[config.mk]
export PLATFORM = sky130hd
export DESIGN_NAME = ldpsc_top
export DESIGN_NICKNAME = d
export VERILOG_FILES = /design/src/design/ldpsc_pkg.sv /design/src/design/ldpsc_sync2.sv /design/src/design/ldpsc_top.sv
export SDC_FILE = /design/constraint.sdc
export NUM_CORES = 1
export LEC_CHECK = 0
export BUFFER_PORTS_ARGS = -buffer_cell sky130_fd_sc_hd__buf_2
export CAP_MARGIN = 10
export CORE_MARGIN = 2
export CORE_UTILIZATION = 50
export DETAILED_ROUTE_END_ITERATION = 10
export GPL_ROUTABILITY_DRIVEN = 0
export PLACE_DENSITY_LB_ADDON = 0.25
export SLEW_MARGIN = 20
export SYNTH_ARGS = -nofsm -noshare
export SYNTH_HDL_FRONTEND = slang
export SYNTH_SLANG_ARGS = --single-unit
[constraint.sdc]
create_clock -name clk_i -period 23.8 [get_ports clk_i]
set_input_delay 4.76 -clock clk_i [delete_from_list [all_inputs] [get_ports clk_i]]
set_output_delay 4.76 -clock clk_i [all_outputs]
set_load 0.02 [all_outputs]
[src/design/ldpsc_pkg.sv]
// Shared constants for the LED dimming PWM and switching clock block
package ldpsc_pkg;

  // ----------------------------------------------------------------
  // Clock and timing
  // ----------------------------------------------------------------
  localparam int CLK_HZ = 25_000_000;          // System clock rate
  localparam int CLK_PERIOD_NS = 40;           // System clock period
  localparam int MIN_OFF_NS = 50;              // Least switch off time per cycle
  localparam int MIN_OFF_CYC = (MIN_OFF_NS + CLK_PERIOD_NS - 1) / CLK_PERIOD_NS;

  // ----------------------------------------------------------------
  // Switching clock oscillator
  // ----------------------------------------------------------------
  localparam int ACC_W = 20;                   // Phase accumulator width
  localparam int SW_STEP_HZ = 100_000;         // Frequency step per select code
  localparam int NCO_STEP = int'((64'd1 << ACC_W) * 64'(SW_STEP_HZ) / 64'(CLK_HZ));
  localparam int SW_SEL_BASE = 3;              // Code 0 means 0.3 MHz
  localparam int SW_SEL_MAX = 17;              // Code 17 means 2 MHz
  localparam int SCALE_SHIFT = 5;              // Frequency scale in 1/32 units
  localparam int SCALE_ONE = 32;               // 100 percent
  localparam int RAMP_START = 13;              // About 40 percent after a restart
  localparam int RAMP_CYCLES = 16;             // Switching cycles per ramp step
  localparam int SPREAD_MAX = 8;               // 25 percent above nominal
  localparam int SPREAD_SPECTRUM_MOD_HZ = 9_000;              // Modulation repeat rate
  localparam int SPREAD_SPECTRUM_MOD_PHASES = 18;             // Up, dwell, down, dwell
  localparam int SPREAD_SPECTRUM_MOD_TICK = CLK_HZ / (SPREAD_SPECTRUM_MOD_HZ * SPREAD_SPECTRUM_MOD_PHASES);

  // ----------------------------------------------------------------
  // Dimming generator
  // ----------------------------------------------------------------
  localparam int DIM_SLOTS = 4096;             // Slots per dimming period
  localparam int DIM_HZ_STEP = 100;            // Free running rate per select code
  localparam int DIM_SEL_MAX = 4;              // Code 4 means 500 Hz
  localparam int DIM_MV_LO = 200;              // Lower span limit in mV
  localparam int DIM_MV_HI = 1200;             // Upper span limit in mV
  localparam int QUANT_MUL = 131;              // 128/1000 scaled by 1024
  localparam int QUANT_SHIFT = 10;
  localparam int CODE_MAX = 127;
  localparam int DUTY_RATIO_NUM = 246;         // Ratio between codes, 246/256
  localparam int DUTY_RATIO_SHIFT = 8;

  // ----------------------------------------------------------------
  // Registers
  // ----------------------------------------------------------------
  localparam logic [7:0] REG_CTRL = 8'h00;
  localparam logic [7:0] REG_STATUS = 8'h04;
  localparam logic [31:0] CTRL_RST = 32'h0000_0000;
  localparam int CTRL_W = 12;
  localparam int F_SW_SEL = 0;                 // [4:0] switching frequency code
  localparam int F_DIM_SEL = 5;                // [7:5] dimming frequency code
  localparam int F_DIM_FROM_SW = 8;            // Dimming clock from switching clock
  localparam int F_DIM_INT = 9;                // Internal dimming mode
  localparam int F_SPREAD_EN = 10;             // Spread spectrum on
  localparam int F_SYNC_EN = 11;               // External clock sync on
  localparam int S_CODE = 0;                   // [6:0] active code
  localparam int S_RAMP_DONE = 7;
  localparam int S_RUN = 8;
  localparam int S_SPREAD = 9;                 // [12:9] spread offset

  // Slot divider for a free running dimming rate code
  function automatic int slot_div(input int sel);
    return CLK_HZ / (DIM_HZ_STEP * (sel + 1) * DIM_SLOTS);
  endfunction : slot_div

  // On slots for a code; each code below the top scales by the fixed ratio
  function automatic logic [12:0] duty_of(input int code);
    int d;
    int p;
    d = DIM_SLOTS;
    for (int i = CODE_MAX; i > code; i--) begin
      p = d;
      d = (d * DUTY_RATIO_NUM) >> DUTY_RATIO_SHIFT;
      if (d >= p) begin
        d = p - 1;
      end
    end
    return 13'(d);
  endfunction : duty_of

endpackage : ldpsc_pkg

[src/design/ldpsc_sync2.sv]
// Two flip-flop synchroniser for pin inputs
`timescale 1ns/1ps
module ldpsc_sync2 #(
  parameter int W = 1
) (
  input wire logic clk_i,
  input wire logic rst_i,
  input wire logic [W-1:0] d_i,
  output logic [W-1:0] q_o
);
  import ldpsc_pkg::*;

  logic [W-1:0] meta_reg; // First stage, read only by the second stage
  logic [W-1:0] q_reg; // Second stage, safe to use

  // ----------------------------------------------------------------
  // Two stage capture
  // ----------------------------------------------------------------
  always_ff @(posedge clk_i) begin
    if (rst_i) begin
      meta_reg <= '0;
      q_reg <= '0;
    end else begin
      meta_reg <= d_i;
      q_reg <= meta_reg;
    end
  end

  assign q_o = q_reg;

endmodule : ldpsc_sync2

[src/design/ldpsc_top.sv]
// Switching clock and dimming PWM generator with a Wishbone register port
//
// Design decisions made here: the Wishbone slave port and the register addresses.
`timescale 1ns/1ps
module ldpsc_top (
  input wire logic clk_i,
  input wire logic rst_i,
  input wire logic wb_cyc_i,
  input wire logic wb_stb_i,
  input wire logic wb_we_i,
  input wire logic [7:0] wb_adr_i,
  input wire logic [3:0] wb_sel_i,
  input wire logic [31:0] wb_dat_i,
  output logic [31:0] wb_dat_o,
  output logic wb_ack_o,
  input wire logic dim_pin_i,
  input wire logic [10:0] dim_level_i,
  input wire logic sync_spread_i,
  input wire logic demand_i,
  input wire logic fault_restart_i,
  output logic switch_on_o,
  output logic load_disconnect_gate_o,
  output logic comp_node_hiz_o,
  output logic sw_cycle_o
);
  import ldpsc_pkg::*;

  // ----------------------------------------------------------------
  // Pin synchronisers
  // ----------------------------------------------------------------
  logic [3:0] pins_sync; // Synchronised pin levels
  logic dim_sync; // Dimming pin level
  logic sync_sync; // Sync clock level
  logic demand_sync; // Loop demand
  logic fault_sync; // Fault restart request

  ldpsc_sync2 #(.W(4)) u_sync (
    .clk_i(clk_i),
    .rst_i(rst_i),
    .d_i({fault_restart_i, demand_i, sync_spread_i, dim_pin_i}),
    .q_o(pins_sync)
  );
  assign {fault_sync, demand_sync, sync_sync, dim_sync} = pins_sync;

  // ----------------------------------------------------------------
  // Constant tables
  // ----------------------------------------------------------------
  logic [12:0] duty_lut [0:CODE_MAX]; // On slots per code
  logic [7:0] slot_div_tab [0:DIM_SEL_MAX]; // Clock cycles per dimming slot

  for (genvar g = 0; g <= CODE_MAX; g++) begin : g_duty
    assign duty_lut[g] = duty_of(g);
  end
  for (genvar g = 0; g <= DIM_SEL_MAX; g++) begin : g_div
    assign slot_div_tab[g] = 8'(slot_div(g));
  end

  // ----------------------------------------------------------------
  // Register state
  // ----------------------------------------------------------------
  logic [CTRL_W-1:0] ctrl_reg, ctrl_next; // Mode and rate settings
  logic ack_reg, ack_next; // Bus answer
  logic [31:0] rdat_reg, rdat_next; // Bus read data
  logic [ACC_W-1:0] acc_reg, acc_next; // Switching phase
  logic [5:0] ramp_reg, ramp_next; // Ramp scale in 1/32
  logic [3:0] rcnt_reg, rcnt_next; // Cycles at this ramp step
  logic [7:0] stick_reg, stick_next; // Spread phase timer
  logic [4:0] sphase_reg, sphase_next; // Spread triangle phase
  logic sync_d_reg, sync_d_next; // Sync level one cycle back
  logic sw_reg, sw_next; // Switch drive
  logic cyc_reg, cyc_next; // Cycle start marker
  logic gate_reg, gate_next; // Disconnect gate off
  logic hiz_reg, hiz_next; // Compensation node released
  logic [7:0] sdiv_reg, sdiv_next; // Slot divider
  logic [11:0] slot_reg, slot_next; // Slot within dimming period
  logic [6:0] code_reg, code_next; // Code in force this period

  // ----------------------------------------------------------------
  // Combinational helpers
  // ----------------------------------------------------------------
  logic [4:0] sw_sel; // Clamped frequency code
  logic [2:0] dim_sel; // Clamped dimming rate code
  logic [16:0] inc_nom; // Nominal phase step
  logic [3:0] spread_off; // Spread offset in 1/32
  logic [5:0] scale; // Total frequency scale
  logic [17:0] inc_eff; // Phase step in use
  logic [ACC_W:0] acc_sum; // Phase plus step with carry
  logic [ACC_W+1:0] off_look; // Phase a few steps ahead
  logic wrap; // Internal oscillator wraps
  logic sync_edge; // Rising edge of sync clock
  logic cyc_start; // A switching cycle begins
  logic force_off; // Inside the minimum off window
  logic slot_tick; // One dimming slot passes
  logic period_end; // Last slot of a dimming period
  logic [6:0] code_raw; // Quantised dimming level
  logic [21:0] qprod; // Quantiser product
  logic run; // Converter may switch
  logic wr_ctrl; // Write strobe for the control register
  logic [31:0] status_word; // Status read value

  // Clamp out of range settings to the top entry rather than wrapping
  always_comb begin
    sw_sel = (ctrl_reg[F_SW_SEL +: 5] > 5'(SW_SEL_MAX)) ? 5'(SW_SEL_MAX)
                                                        : ctrl_reg[F_SW_SEL +: 5];
    dim_sel = (ctrl_reg[F_DIM_SEL +: 3] > 3'(DIM_SEL_MAX)) ? 3'(DIM_SEL_MAX)
                                                           : ctrl_reg[F_DIM_SEL +: 3];
    inc_nom = 17'((int'(sw_sel) + SW_SEL_BASE) * NCO_STEP);
  end

  // Triangle: rise 0..8, dwell at 8, fall 7..0, dwell at 0
  always_comb begin
    if (!ctrl_reg[F_SPREAD_EN] || ctrl_reg[F_SYNC_EN] || ramp_reg != 6'(SCALE_ONE)) begin
      spread_off = 4'h0;
    end else if (sphase_reg <= 5'(SPREAD_MAX)) begin
      spread_off = sphase_reg[3:0];
    end else if (sphase_reg == 5'(SPREAD_MAX + 1)) begin
      spread_off = 4'(SPREAD_MAX);
    end else begin
      spread_off = 4'(5'(SPREAD_SPECTRUM_MOD_PHASES - 1) - sphase_reg);
    end
    scale = ramp_reg + 6'(spread_off);
    inc_eff = 18'((23'(inc_nom) * 23'(scale)) >> SCALE_SHIFT);
    acc_sum = {1'b0, acc_reg} + 21'(inc_eff);
    wrap = acc_sum[ACC_W];
    sync_edge = sync_sync && !sync_d_reg;
    // With sync on, the edge alone starts a cycle
    cyc_start = ctrl_reg[F_SYNC_EN] ? sync_edge : wrap;
  end

  // Quantise the level linearly and clamp at the span ends
  always_comb begin
    qprod = 22'(dim_level_i - 11'(DIM_MV_LO)) * 22'(QUANT_MUL);
    if (dim_level_i < 11'(DIM_MV_LO)) begin
      code_raw = 7'h00;
    end else if (dim_level_i >= 11'(DIM_MV_HI) || qprod[21:QUANT_SHIFT] > 12'(CODE_MAX)) begin
      code_raw = 7'(CODE_MAX);
    end else begin
      code_raw = qprod[QUANT_SHIFT +: 7];
    end
  end

  // ----------------------------------------------------------------
  // Switching clock
  // ----------------------------------------------------------------
  always_comb begin
    sync_d_next = sync_sync;
    if (ctrl_reg[F_SYNC_EN] && sync_edge) begin
      acc_next = '0;
    end else if (ctrl_reg[F_SYNC_EN] && wrap) begin
      acc_next = '1; // Hold at the top until the external edge
    end else begin
      acc_next = acc_sum[ACC_W-1:0];
    end
    off_look = {1'b0, acc_sum} + 22'(MIN_OFF_CYC * int'(inc_eff));
    force_off = !cyc_start && off_look[ACC_W+1:ACC_W] != 2'b00;
    // Restart ramp: low rate after reset or fault, one step per 16 cycles
    ramp_next = ramp_reg;
    rcnt_next = rcnt_reg;
    if (fault_sync) begin
      ramp_next = 6'(RAMP_START);
      rcnt_next = 4'h0;
    end else if (cyc_start && ramp_reg != 6'(SCALE_ONE)) begin
      rcnt_next = rcnt_reg + 4'h1;
      if (rcnt_reg == 4'(RAMP_CYCLES - 1)) begin
        ramp_next = ramp_reg + 6'h01;
      end
    end
    // Spread phase timer, about 9 kHz per full triangle
    stick_next = stick_reg + 8'h01;
    sphase_next = sphase_reg;
    if (stick_reg == 8'(SPREAD_SPECTRUM_MOD_TICK - 1)) begin
      stick_next = 8'h00;
      sphase_next = (sphase_reg == 5'(SPREAD_SPECTRUM_MOD_PHASES - 1)) ? 5'h00 : sphase_reg + 5'h01;
    end
  end

  // ----------------------------------------------------------------
  // Dimming generator
  // ----------------------------------------------------------------
  always_comb begin
    // Rail mode counts switching cycles, free mode its own divider
    sdiv_next = sdiv_reg + 8'h01;
    if (ctrl_reg[F_DIM_FROM_SW]) begin
      slot_tick = cyc_start;
      sdiv_next = 8'h00;
    end else begin
      slot_tick = sdiv_reg >= slot_div_tab[dim_sel] - 8'h01;
      if (slot_tick) begin
        sdiv_next = 8'h00;
      end
    end
    period_end = slot_tick && slot_reg == 12'(DIM_SLOTS - 1);
    slot_next = slot_tick ? slot_reg + 12'h001 : slot_reg;
    // A new code only at the period boundary, never mid-period
    code_next = period_end ? code_raw : code_reg;
    if (ctrl_reg[F_DIM_INT]) begin
      run = 13'(slot_reg) < duty_lut[code_reg];
    end else begin
      run = dim_sync;
    end
    gate_next = !run;
    hiz_next = !run;
    // Switch on at cycle start, off on demand loss or in the off window
    if (!run || force_off || !demand_sync) begin
      sw_next = 1'b0;
    end else if (cyc_start) begin
      sw_next = 1'b1;
    end else begin
      sw_next = sw_reg;
    end
    cyc_next = cyc_start;
  end

  // ----------------------------------------------------------------
  // Wishbone slave, one wait state, unmapped reads return zero
  // ----------------------------------------------------------------
  always_comb begin
    status_word = '0;
    status_word[S_CODE +: 7] = code_reg;
    status_word[S_RAMP_DONE] = ramp_reg == 6'(SCALE_ONE);
    status_word[S_RUN] = !gate_reg;
    status_word[S_SPREAD +: 4] = spread_off;
    ack_next = wb_cyc_i && wb_stb_i && !ack_reg;
    wr_ctrl = ack_next && wb_we_i && wb_adr_i == REG_CTRL;
    ctrl_next = ctrl_reg;
    if (wr_ctrl && wb_sel_i[0]) begin
      ctrl_next[7:0] = wb_dat_i[7:0];
    end
    if (wr_ctrl && wb_sel_i[1]) begin
      ctrl_next[CTRL_W-1:8] = wb_dat_i[CTRL_W-1:8];
    end
    unique case (wb_adr_i)
      REG_CTRL: rdat_next = 32'(ctrl_reg);
      REG_STATUS: rdat_next = status_word;
      default: rdat_next = 32'h0000_0000;
    endcase
  end

  // ----------------------------------------------------------------
  // State registers
  // ----------------------------------------------------------------
  always_ff @(posedge clk_i) begin
    if (rst_i) begin
      ctrl_reg <= CTRL_W'(CTRL_RST);
      ack_reg <= 1'b0;
      rdat_reg <= 32'h0000_0000;
      acc_reg <= '0;
      ramp_reg <= 6'(RAMP_START);
      rcnt_reg <= 4'h0;
      stick_reg <= 8'h00;
      sphase_reg <= 5'h00;
      sync_d_reg <= 1'b0;
      sw_reg <= 1'b0;
      cyc_reg <= 1'b0;
      gate_reg <= 1'b1;
      hiz_reg <= 1'b1;
      sdiv_reg <= 8'h00;
      slot_reg <= 12'h000;
      code_reg <= 7'h00;
    end else begin
      ctrl_reg <= ctrl_next;
      ack_reg <= ack_next;
      rdat_reg <= rdat_next;
      acc_reg <= acc_next;
      ramp_reg <= ramp_next;
      rcnt_reg <= rcnt_next;
      stick_reg <= stick_next;
      sphase_reg <= sphase_next;
      sync_d_reg <= sync_d_next;
      sw_reg <= sw_next;
      cyc_reg <= cyc_next;
      gate_reg <= gate_next;
      hiz_reg <= hiz_next;
      sdiv_reg <= sdiv_next;
      slot_reg <= slot_next;
      code_reg <= code_next;
    end
  end

  assign wb_ack_o = ack_reg;
  assign wb_dat_o = rdat_reg;
  assign switch_on_o = sw_reg;
  assign load_disconnect_gate_o = gate_reg;
  assign comp_node_hiz_o = hiz_reg;
  assign sw_cycle_o = cyc_reg;
endmodule : ldpsc_top

==> results of run 1 <==
[critical path: cells and delay by family, from the launching register on]
kind | cells | cell delay, ns
flops | 1 | 0.39
buf+inv | 3 | 0.20
compound gates | 17 | 3.87
simple gates | 10 | 2.07
fa+ha+maj | 8 | 3.04
xor+xnor | 3 | 0.64
[cell type report]
class | instances | share of cell area
Clock buffer | 9 | 0.0169
Sequential cell | 108 | 0.162
Inverter | 175 | 0.0492
Tap cell | 324 | 0.0304
Clock inverter | 7 | 0.00685
Timing Repair Buffer | 71 | 0.0289
Multi-Input combinational cell | 1239 | 0.705
[stage by stage]
| step | instance area, um2 | power, uW | cells | setup slack, ns | util |
|---|---|---|---|---|---|
| global route | 13300 | 667 | 1933 | 12.75 | 0.545 |
| CTS | 13300 | 616 | 1933 | 13.53 | 0.545 |
| global placement | 13000 | 452 | 1917 | 13.69 | 0.532 |
| finish | 13300 | 609 | 1933 | 13.48 | 0.545 |
| detailed placement | 13000 | 459 | 1917 | 13.58 | 0.532 |
| floorplan | 12600 | 413 | 1598 | 14.78 | - |
[layer usage]
layer,global-route usage,part of all wire
met3,0.0258,0.035
met4,0.0487,0.016
met5,0,0
met1,0.287,0.46
met2,0.393,0.49
[cell families after synthesis]
family / synth area share
muxes: 0.0284
buffers and inverters: 0.0828
xor gates and xnor gates: 0.0671
adders and majority gates: 0.293
and+or+nand+nor: 0.194
DFF: 0.173
other: 0.000299
AOI/OAI and AO/OA: 0.162
[power by group]
part           internal [uW]  switching [uW]
clock network           75.7            79.1
registers                192            4.07
logic                    112             146
[synth_stat cells (all sizes together) (3+ instances only)]
cell type  count  share of area
o21a           6         0.0036
nand2        123          0.037
nor2b         26          0.013
inv          174          0.052
a21oi        115          0.047
xor2          37          0.026
o211ai        13         0.0089
a31oi         12         0.0065
or2            7         0.0035
o2111ai        5         0.0035
nor2         183          0.055
a311oi         5         0.0035
nand3         33          0.013
ha           186           0.19
or3           13         0.0065
fa            67           0.11
nand2b        24          0.012
clkbuf        44          0.013
o21ai         78          0.032
a211oi        13         0.0088
mux2i         31          0.025
and2          12         0.0060
nand3b         7         0.0042
a22oi          8         0.0048
a21boi         3         0.0018
buf           32          0.017
o31ai          6         0.0036
nand4         10         0.0050
and3          16         0.0080
nor3b         10         0.0060
nor4           7         0.0062
nor4b          3         0.0021
o22ai          5         0.0025
o311ai         3         0.0021
a221oi         4         0.0033
dfxtp        108           0.17
a32oi          3         0.0021
o21bai         4         0.0024
xnor2         59          0.041
nor3          34          0.014
o221ai         3         0.0035
a21o          20          0.012
[placed cells by master, fill, tap and decap left out, drive strengths merged, types with 16 or more instances in the layout]
cell    synthesis  layout
nor2b          26      26
a21oi         115     115
nand3          33      33
a21o           20      20
nand2b         24      24
conb            1      23
fa             67      67
nor3           34      34
ha            186     186
xor2           37      37
o21ai          78      78
buf            32      71
inv           174     176
nor2          183     183
and3           16      16
nand2         123     123
xnor2          59      59
mux2i          31      31
dfxtp         108     108
[worst min-delay path by stage]
stage,from,to,slack [ns],depth (start not counted)
after floorplan,u_sync.meta_reg[0]$_SDFF_PP0_,u_sync.q_o[0]$_SDFF_PP0_,0.41,1
after global placement,u_sync.meta_reg[3]$_SDFF_PP0_,u_sync.q_o[3]$_SDFF_PP0_,0.43,1
after detailed placement,u_sync.meta_reg[1]$_SDFF_PP0_,u_sync.q_o[1]$_SDFF_PP0_,0.43,1
after CTS,u_sync.meta_reg[1]$_SDFF_PP0_,u_sync.q_o[1]$_SDFF_PP0_,0.45,1
after global routing,u_sync.meta_reg[3]$_SDFF_PP0_,u_sync.q_o[3]$_SDFF_PP0_,0.47,1
final,u_sync.meta_reg[1]$_SDFF_PP0_,u_sync.q_o[1]$_SDFF_PP0_,0.44,1
==> impl_metrics.json, run 1 <==
{
  "drv_cap": 0,
  "reg2reg_slack_ns": 13.48,
  "numCtsBuffers": 9,
  "grt_pass1_vias": 10199,
  "fin_crit_ns": 10.32,
  "status": "completed",
  "cts_tree": "done",
  "syn_avg_cell_area_um2": 7.95,
  "cts.clk_slew.worst_paths_ns": 0.08,
  "hold_buffers": 0,
  "synth_edf_count": 0,
  "r2r-end": "switch_on_o$_SDFFE_PP0P_",
  "timing.fmax_mhz": 96.9,
  "dp.final_hpwl_mm": 22.3,
  "cp.arrival_ns": 10.58,
  "clock-sinks": 108,
  "critPathMostFrequentCell": "ha_1",
  "fin_nets": 1921,
  "syn_area_um2": 12500,
  "via_count": 10703,
  "synth-seq-area-share": 0.173,
  "hold_slack_ns": 0.444,
  "max_stage_delay_ns": 0.71,
  "cp.required_ns": 24.06,
  "synth_ff_type": "dfxtp_1",
  "htree_levels": 3,
  "die_h_um": 162,
  "wl_mm": 28.5,
  "clk_latency_ns": 0.36,
  "start_util": 0.512,
  "rr_worst_depth": 41,
  "worst_pin_slew_ns": 0.898,
  "seq_area_um2": 2170,
  "cts_setup_buffers": 0,
  "rows": 57,
  "startpoint": "ramp_reg[1]$_SDFFE_PP0P_",
  "grt_max_degree": 72,
  "leakage_uw": 0.00646,
  "io_pins": 101,
  "power.density_nw_per_um2": 45.7,
  "final_layout_size_suffix_gt1_frac": 0.0715,
  "cts_resized": 0,
  "core_area_um2": 24500,
  "root_buffer": "clkbuf_16",
  "port_buffers": 59,
  "grt_overflow_total": 0,
  "firstDrtPassIters": 5,
  "ys_ff_latch": 108,
  "finalMaxSlewViolations": 0,
  "synthCells": 1576,
  "wire_per_inst_um": 14.7,
  "ant_nets": 0,
  "ir_worst_vdd_uv": 43.2,
  "finalSetupTns_ns": 0,
  "die_w_um": 162,
  "hold_class": "flop to flop",
  "setup_viol": 0,
  "rsz0062_at_grt": "no",
  "dieArea_um2": 26300,
  "crit_slowest_cell": "a311oi_1",
  "r2r_start": "ramp_reg[1]$_SDFFE_PP0P_",
  "hold_viol": 0,
  "finClkSkew_ns": 0.0123,
  "antenna_found_initial": 0,
  "critPathCaptureType": "flop",
  "worstSetupStartpointType": "flop",
  "synth_cell_types": 76,
  "diodes": 0,
  "grt_pass1_wl_mm": 48.3,
  "crit_path_end": "switch_on_o$_SDFFE_PP0P_",
  "areaGrowthSynthToFinish_pct": 6.49,
  "drc": 0,
  "relSlewSlack": 0.401,
  "fill_cells": 2343,
  "vias_per_cell": 5.54,
  "critPathKind": "flop to flop",
  "min_period_over_period": 0.434,
  "yosys_warnings": 0,
  "clockBufferDepth": 2,
  "first_iter_violations": 693,
  "path_max_fanout": 8,
  "largest_reg_flops": 20,
  "grt_usage": 0.221,
  "multi_input_comb_area_um2": 9410,
  "synth-async-reset-ratio": 0
}
No activity file was read; power rests on OpenSTA's default activity.
==> inputs of run 2 (changes only) <==
Clock period 23.8 ns to 10.57 ns, I/O delays scaled along.
==> run 2 against run 1 <==
Against the previous run:
- sequential power up 130%
- largest cell class unchanged
- cell count up 0.57%
- sequential cell count unchanged
- non-clock buffer count up 12
- clock-buffer cell count unchanged
- cell area up 0.74%
- hold slack better by 0.0012 ns
- die area unchanged
- total power up 130%
==> impl_metrics.json, run 2 (synthesis gave the netlist of run 1 again) <==
{
  "finalMaxSlewViolations": 0,
  "status": "completed",
  "vias_per_cell": 5.51,
  "cp.required_ns": 10.83,
  "cp.arrival_ns": 10.14,
  "relSlewSlack": 0.391,
  "die_w_um": 162,
  "ir_worst_vdd_uv": 118,
  "place_area_um2": 13100,
  "firstDrtPassIters": 8,
  "areaGrowthSynthToFinish_pct": 7.28,
  "worst-path-stages": 42,
  "finClkSkew_ns": 0.00822,
  "r2r-end": "switch_on_o$_SDFFE_PP0P_",
  "max_stage_delay_ns": 0.55,
  "final_common_cell": "ha_1",
  "clock-sinks": 108,
  "via_count": 10710,
  "finalInstanceArea_um2": 13400,
  "power.density_nw_per_um2": 103,
  "cpLargestDelayFamily": "adder cells",
  "min_period_over_period": 0.935,
  "dp_slack_ns": 0.713,
  "worst_pin_slew_ns": 0.913,
  "grt_pass1_wl_mm": 48.2,
  "rsz0062_at_grt": "no",
  "path_buf_inv": 7,
  "clk_latency_ns": 0.35,
  "clockBufferDepth": 2,
  "worstSetupStartpointType": "flop",
  "final_layout_size_suffix_gt1_frac": 0.0796,
  "die_h_um": 162,
  "grt_max_degree": 72,
  "crit_slowest_cell": "fa_1",
  "start_util": 0.512,
  "hold_class": "flop to flop",
  "numCtsBuffers": 9,
  "root_buffer": "clkbuf_16",
  "mostFrequentLayoutCells": "ha_1, nor2_1, inv_1",
  "startpoint": "ctrl_reg[4]$_SDFFE_PP0P_",
  "dieArea_um2": 26300,
  "cts_setup_buffers": 0,
  "dp.final_hpwl_mm": 22.4,
  "seq_area_um2": 2170,
  "cts.clk_slew.worst_paths_ns": 0.07,
  "ant_nets": 0,
  "grt_pass1_vias": 10115,
  "hold_viol": 0,
  "cts_tree": "done",
  "largest_reg_flops": 20,
  "timing.fmax_mhz": 101,
  "wire_per_inst_um": 14.7,
  "drv_cap": 0,
  "finalSetupTns_ns": 0,
  "reg2reg_slack_ns": 0.69,
  "port_buffers": 59,
  "r2r_start": "ctrl_reg[4]$_SDFFE_PP0P_",
  "fin_nets": 1933,
  "critPathCaptureType": "flop",
  "grt_overflow_total": 0,
  "core_area_um2": 24500,
  "multi_input_comb_area_um2": 9430,
  "diodes": 0,
  "fin_crit_ns": 9.88,
  "setup_viol": 0,
  "rr_worst_depth": 42,
  "critPathMostFrequentCell": "inv_1",
  "htree_levels": 3,
  "drc": 0,
  "path_max_fanout": 8,
  "crit_path_end": "switch_on_o$_SDFFE_PP0P_",
  "antenna_found_initial": 2,
  "setup_slack_ns": 0.689,
  "first_iter_violations": 809,
  "rows": 57,
  "grt_usage": 0.219,
  "wl_mm": 28.5,
  "leakage_uw": 0.00652,
  "critPathKind": "flop to flop",
  "io_pins": 101,
  "fill_cells": 2344
}
-- run 2: cell count changes in the layout (fill, tap and decap cells not counted), sizes merged --
cell,previous run,this run
buf,71,83
clkinv,6,2
inv,176,178
bufinv,0,1
-- run 2: worst min-delay path by stage --
| stage | start | end | slack, ns | cells past startpoint |
|---|---|---|---|---|
| after floorplan | u_sync.meta_reg[0]$_SDFF_PP0_ | u_sync.q_o[0]$_SDFF_PP0_ | 0.41 | 1 |
| after global placement | u_sync.meta_reg[2]$_SDFF_PP0_ | u_sync.q_o[2]$_SDFF_PP0_ | 0.42 | 1 |
| after detailed placement | u_sync.meta_reg[1]$_SDFF_PP0_ | u_sync.q_o[1]$_SDFF_PP0_ | 0.43 | 1 |
| after CTS | u_sync.meta_reg[1]$_SDFF_PP0_ | u_sync.q_o[1]$_SDFF_PP0_ | 0.45 | 1 |
| after global routing | u_sync.meta_reg[1]$_SDFF_PP0_ | u_sync.q_o[1]$_SDFF_PP0_ | 0.46 | 1 |
| final | u_sync.meta_reg[1]$_SDFF_PP0_ | u_sync.q_o[1]$_SDFF_PP0_ | 0.45 | 1 |
-- run 2: layout make-up --
class	instances	area share
Multi-Input combinational cell	1239	0.702
Sequential cell	108	0.161
Inverter	175	0.0489
Timing Repair Buffer	83	0.0354
Tap cell	324	0.0302
Clock buffer	9	0.0168
Clock inverter	6	0.00587
-- run 2: through the flow --
stage / std cells / hold slack, ns / power [uW] / utilization
6_report: 1944 / 0.445 / 1380 / 0.549
5_1_grt: 1944 / 0.457 / 1500 / 0.549
3_3_place_gp: 1929 / 0.416 / 1020 / 0.536
4_1_cts: 1944 / 0.449 / 1400 / 0.549
2_1_floorplan: 1598 / 0.414 / 930 / -
3_5_place_dp: 1929 / 0.428 / 1040 / 0.536
-- run 2: where the power goes --
| group | leakage (uW) | internal (uW) | switching, uW | total [uW] |
|---|---|---|---|---|
| combinational | 0.00549 | 254 | 332 | 586 |
| clock | 0.000150 | 188 | 167 | 355 |
| sequential | 0.000879 | 431 | 9.27 | 441 |
-- run 2: what timing repair did --
item	CTS	global route
setup endpoints to repair	0	1
hold endpoints to repair	0	0
hold buffers	0	0
gates resized for setup	0	3
-- run 2: layer usage --
layer | GRT usage | share of wire | up-vias
met5 | 0 | 0.00046 | -
met4 | 0.0422 | 0.014 | 2
met3 | 0.0255 | 0.038 | 30
met2 | 0.392 | 0.49 | 206
met1 | 0.287 | 0.45 | 5069
li1 | - | - | 5403
==> inputs of run 3 (changes only) <==
==> constraint.sdc (replaced) <==
create_clock -name clk_i -period 10.57 [get_ports clk_i]
set_input_delay 1.057 -clock clk_i [delete_from_list [all_inputs] [get_ports clk_i]]
set_output_delay 1.057 -clock clk_i [all_outputs]
set_load 0.02 [all_outputs]
==> run 3 against run 2 <==
Against the previous run:
- worst setup slack lost 0.015 ns
- non-clock buffer count shrank 2
- sequential power about the same
- clock skew is 0.0053 ns higher
- global-route usage grew 0.11 points
- via count fell by 2.1%
- die area is the same
- sequential cell count did not move
- clock-buffer cell count unchanged
- largest cell class unchanged
- highest routed layer is now met4
==> impl_metrics.json, run 3 (synthesis gave the netlist of run 1 again) <==
{
  "status": "completed",
  "drc": 0,
  "hold_slack_ns": 0.437,
  "core_area_um2": 24500,
  "hold_class": "flop to flop",
  "p_comb_frac": 0.428,
  "setup_viol": 0,
  "drv_cap": 0,
  "htree_levels": 3,
  "root_buffer": "clkbuf_16",
  "finClkSkew_ns": 0.0136,
  "fill_cells": 2355,
  "path_buf_inv": 6,
  "grt_pass1_wl_mm": 47.9,
  "internal_power_uw": 849,
  "firstDrtPassIters": 5,
  "path_max_fanout": 6,
  "die_h_um": 162,
  "wl_mm": 28.4,
  "timing.fmax_mhz": 101,
  "first_iter_violations": 558,
  "drt-met1-wl_mm": 12.8,
  "wire_per_inst_um": 14.6,
  "cts_setup_buffers": 0,
  "fin_total_pwr_uw": 1360,
  "die_w_um": 162,
  "hold_viol": 0,
  "seq_power_share": 0.324,
  "antenna_found_initial": 0,
  "ir_worst_vdd_uv": 120,
  "rsz0062_at_grt": "no",
  "fin_nets": 1931,
  "relSlewSlack": 0.384,
  "rows": 57,
  "final_layout_size_suffix_gt1_frac": 0.0773,
  "largest_reg_flops": 20,
  "cp.required_ns": 10.85,
  "start_util": 0.512,
  "clk_latency_ns": 0.37,
  "cts_tree": "done",
  "p_sw_frac": 0.375,
  "finalSetupTns_ns": 0,
  "finalMaxSlewViolations": 0,
  "critPathCaptureType": "flop",
  "numCtsBuffers": 9,
  "power_frac_clock": 0.247,
  "final_common_cell": "ha_1",
  "worstSetupStartpointType": "flop",
  "p_switching_uw": 510,
  "max_stage_delay_ns": 0.54,
  "mostFrequentLayoutCells": "ha_1, nor2_1, inv_1",
  "leakage_uw": 0.00649,
  "vias_per_cell": 5.40,
  "wl_met3_um": 958,
  "grt_pass1_vias": 10136,
  "min_period_over_period": 0.936,
  "final_core_util": 0.547,
  "met2WireLength_mm": 13.9,
  "topRoutingLayerUsed": "met4",
  "io_pins": 101,
  "cts.clk_slew.worst_paths_ns": 0.08,
  "worst_pin_slew_ns": 0.923,
  "critPathKind": "flop to flop",
  "clockBufferDepth": 2,
  "grt_max_degree": 72,
  "dp.final_hpwl_mm": 22.3,
  "hold_buffers": 0,
  "cts_resized": 0,
  "dieArea_um2": 26300,
  "grt_usage": 0.220,
  "port_buffers": 59,
  "grt_overflow_total": 0,
  "areaGrowthSynthToFinish_pct": 6.86,
  "ant_nets": 0,
  "fin_crit_ns": 9.90,
  "via_count": 10480,
  "cpLargestDelayFamily": "adder cells",
  "crit_slowest_cell": "fa_1",
  "clock-sinks": 108,
  "cp.arrival_ns": 10.17,
  "diodes": 0,
  "power.density_nw_per_um2": 102
}
[run 3: cell count changes in the layout (fill, tap and decap cells not counted), sizes merged]
cell    change
buf         -2
bufinv      -1
clkinv      +1
[run 3: power by group through the flow]
stage	Sequential [uW]	Combinational, uW	Clock [uW]
finish	441	582	336
global route	444	673	358
CTS	441	587	345
detailed placement	451	581	0
global placement	450	567	0
floorplan	448	482	0
[run 3: path summary, 6_finish.rpt]
path	from	to	slack, ns	depth (start not counted)
min reg2reg	u_sync.meta_reg[1]$_SDFF_PP0_	u_sync.q_o[1]$_SDFF_PP0_	0.44	1
min	u_sync.meta_reg[1]$_SDFF_PP0_	u_sync.q_o[1]$_SDFF_PP0_	0.44	1
max reg2reg	ctrl_reg[0]$_SDFFE_PP0P_	switch_on_o$_SDFFE_PP0P_	0.67	42
max	ctrl_reg[0]$_SDFFE_PP0P_	switch_on_o$_SDFFE_PP0P_	0.67	42
[run 3: area by class of cell]
cell class	instances	area (um2)	share of cell area
Clock buffer	9	225	0.0168
Clock inverter	6	55.1	0.00411
Inverter	175	657	0.0491
Multi-Input combinational cell	1239	9420	0.704
Sequential cell	108	2170	0.162
Tap cell	324	405	0.0303
Timing Repair Buffer	81	460	0.0344
[run 3: metal layers]
layer / GRT usage / vias up
met1: 0.284 / 4911
li1: - / 5387
met4: 0.0712 / 0
met3: 0.0283 / 36
met2: 0.383 / 146
met5: 0 / -
[run 3: stage by stage]
| step | setup slack [ns] | area, um2 | cells |
|---|---|---|---|
| global placement | 0.809 | 13100 | 1927 |
| global route | 0.00723 | 13400 | 1942 |
| floorplan | 1.55 | 12600 | 1598 |
| detailed placement | 0.768 | 13100 | 1927 |
| CTS | 0.718 | 13400 | 1942 |
| finish | 0.674 | 13400 | 1942 |
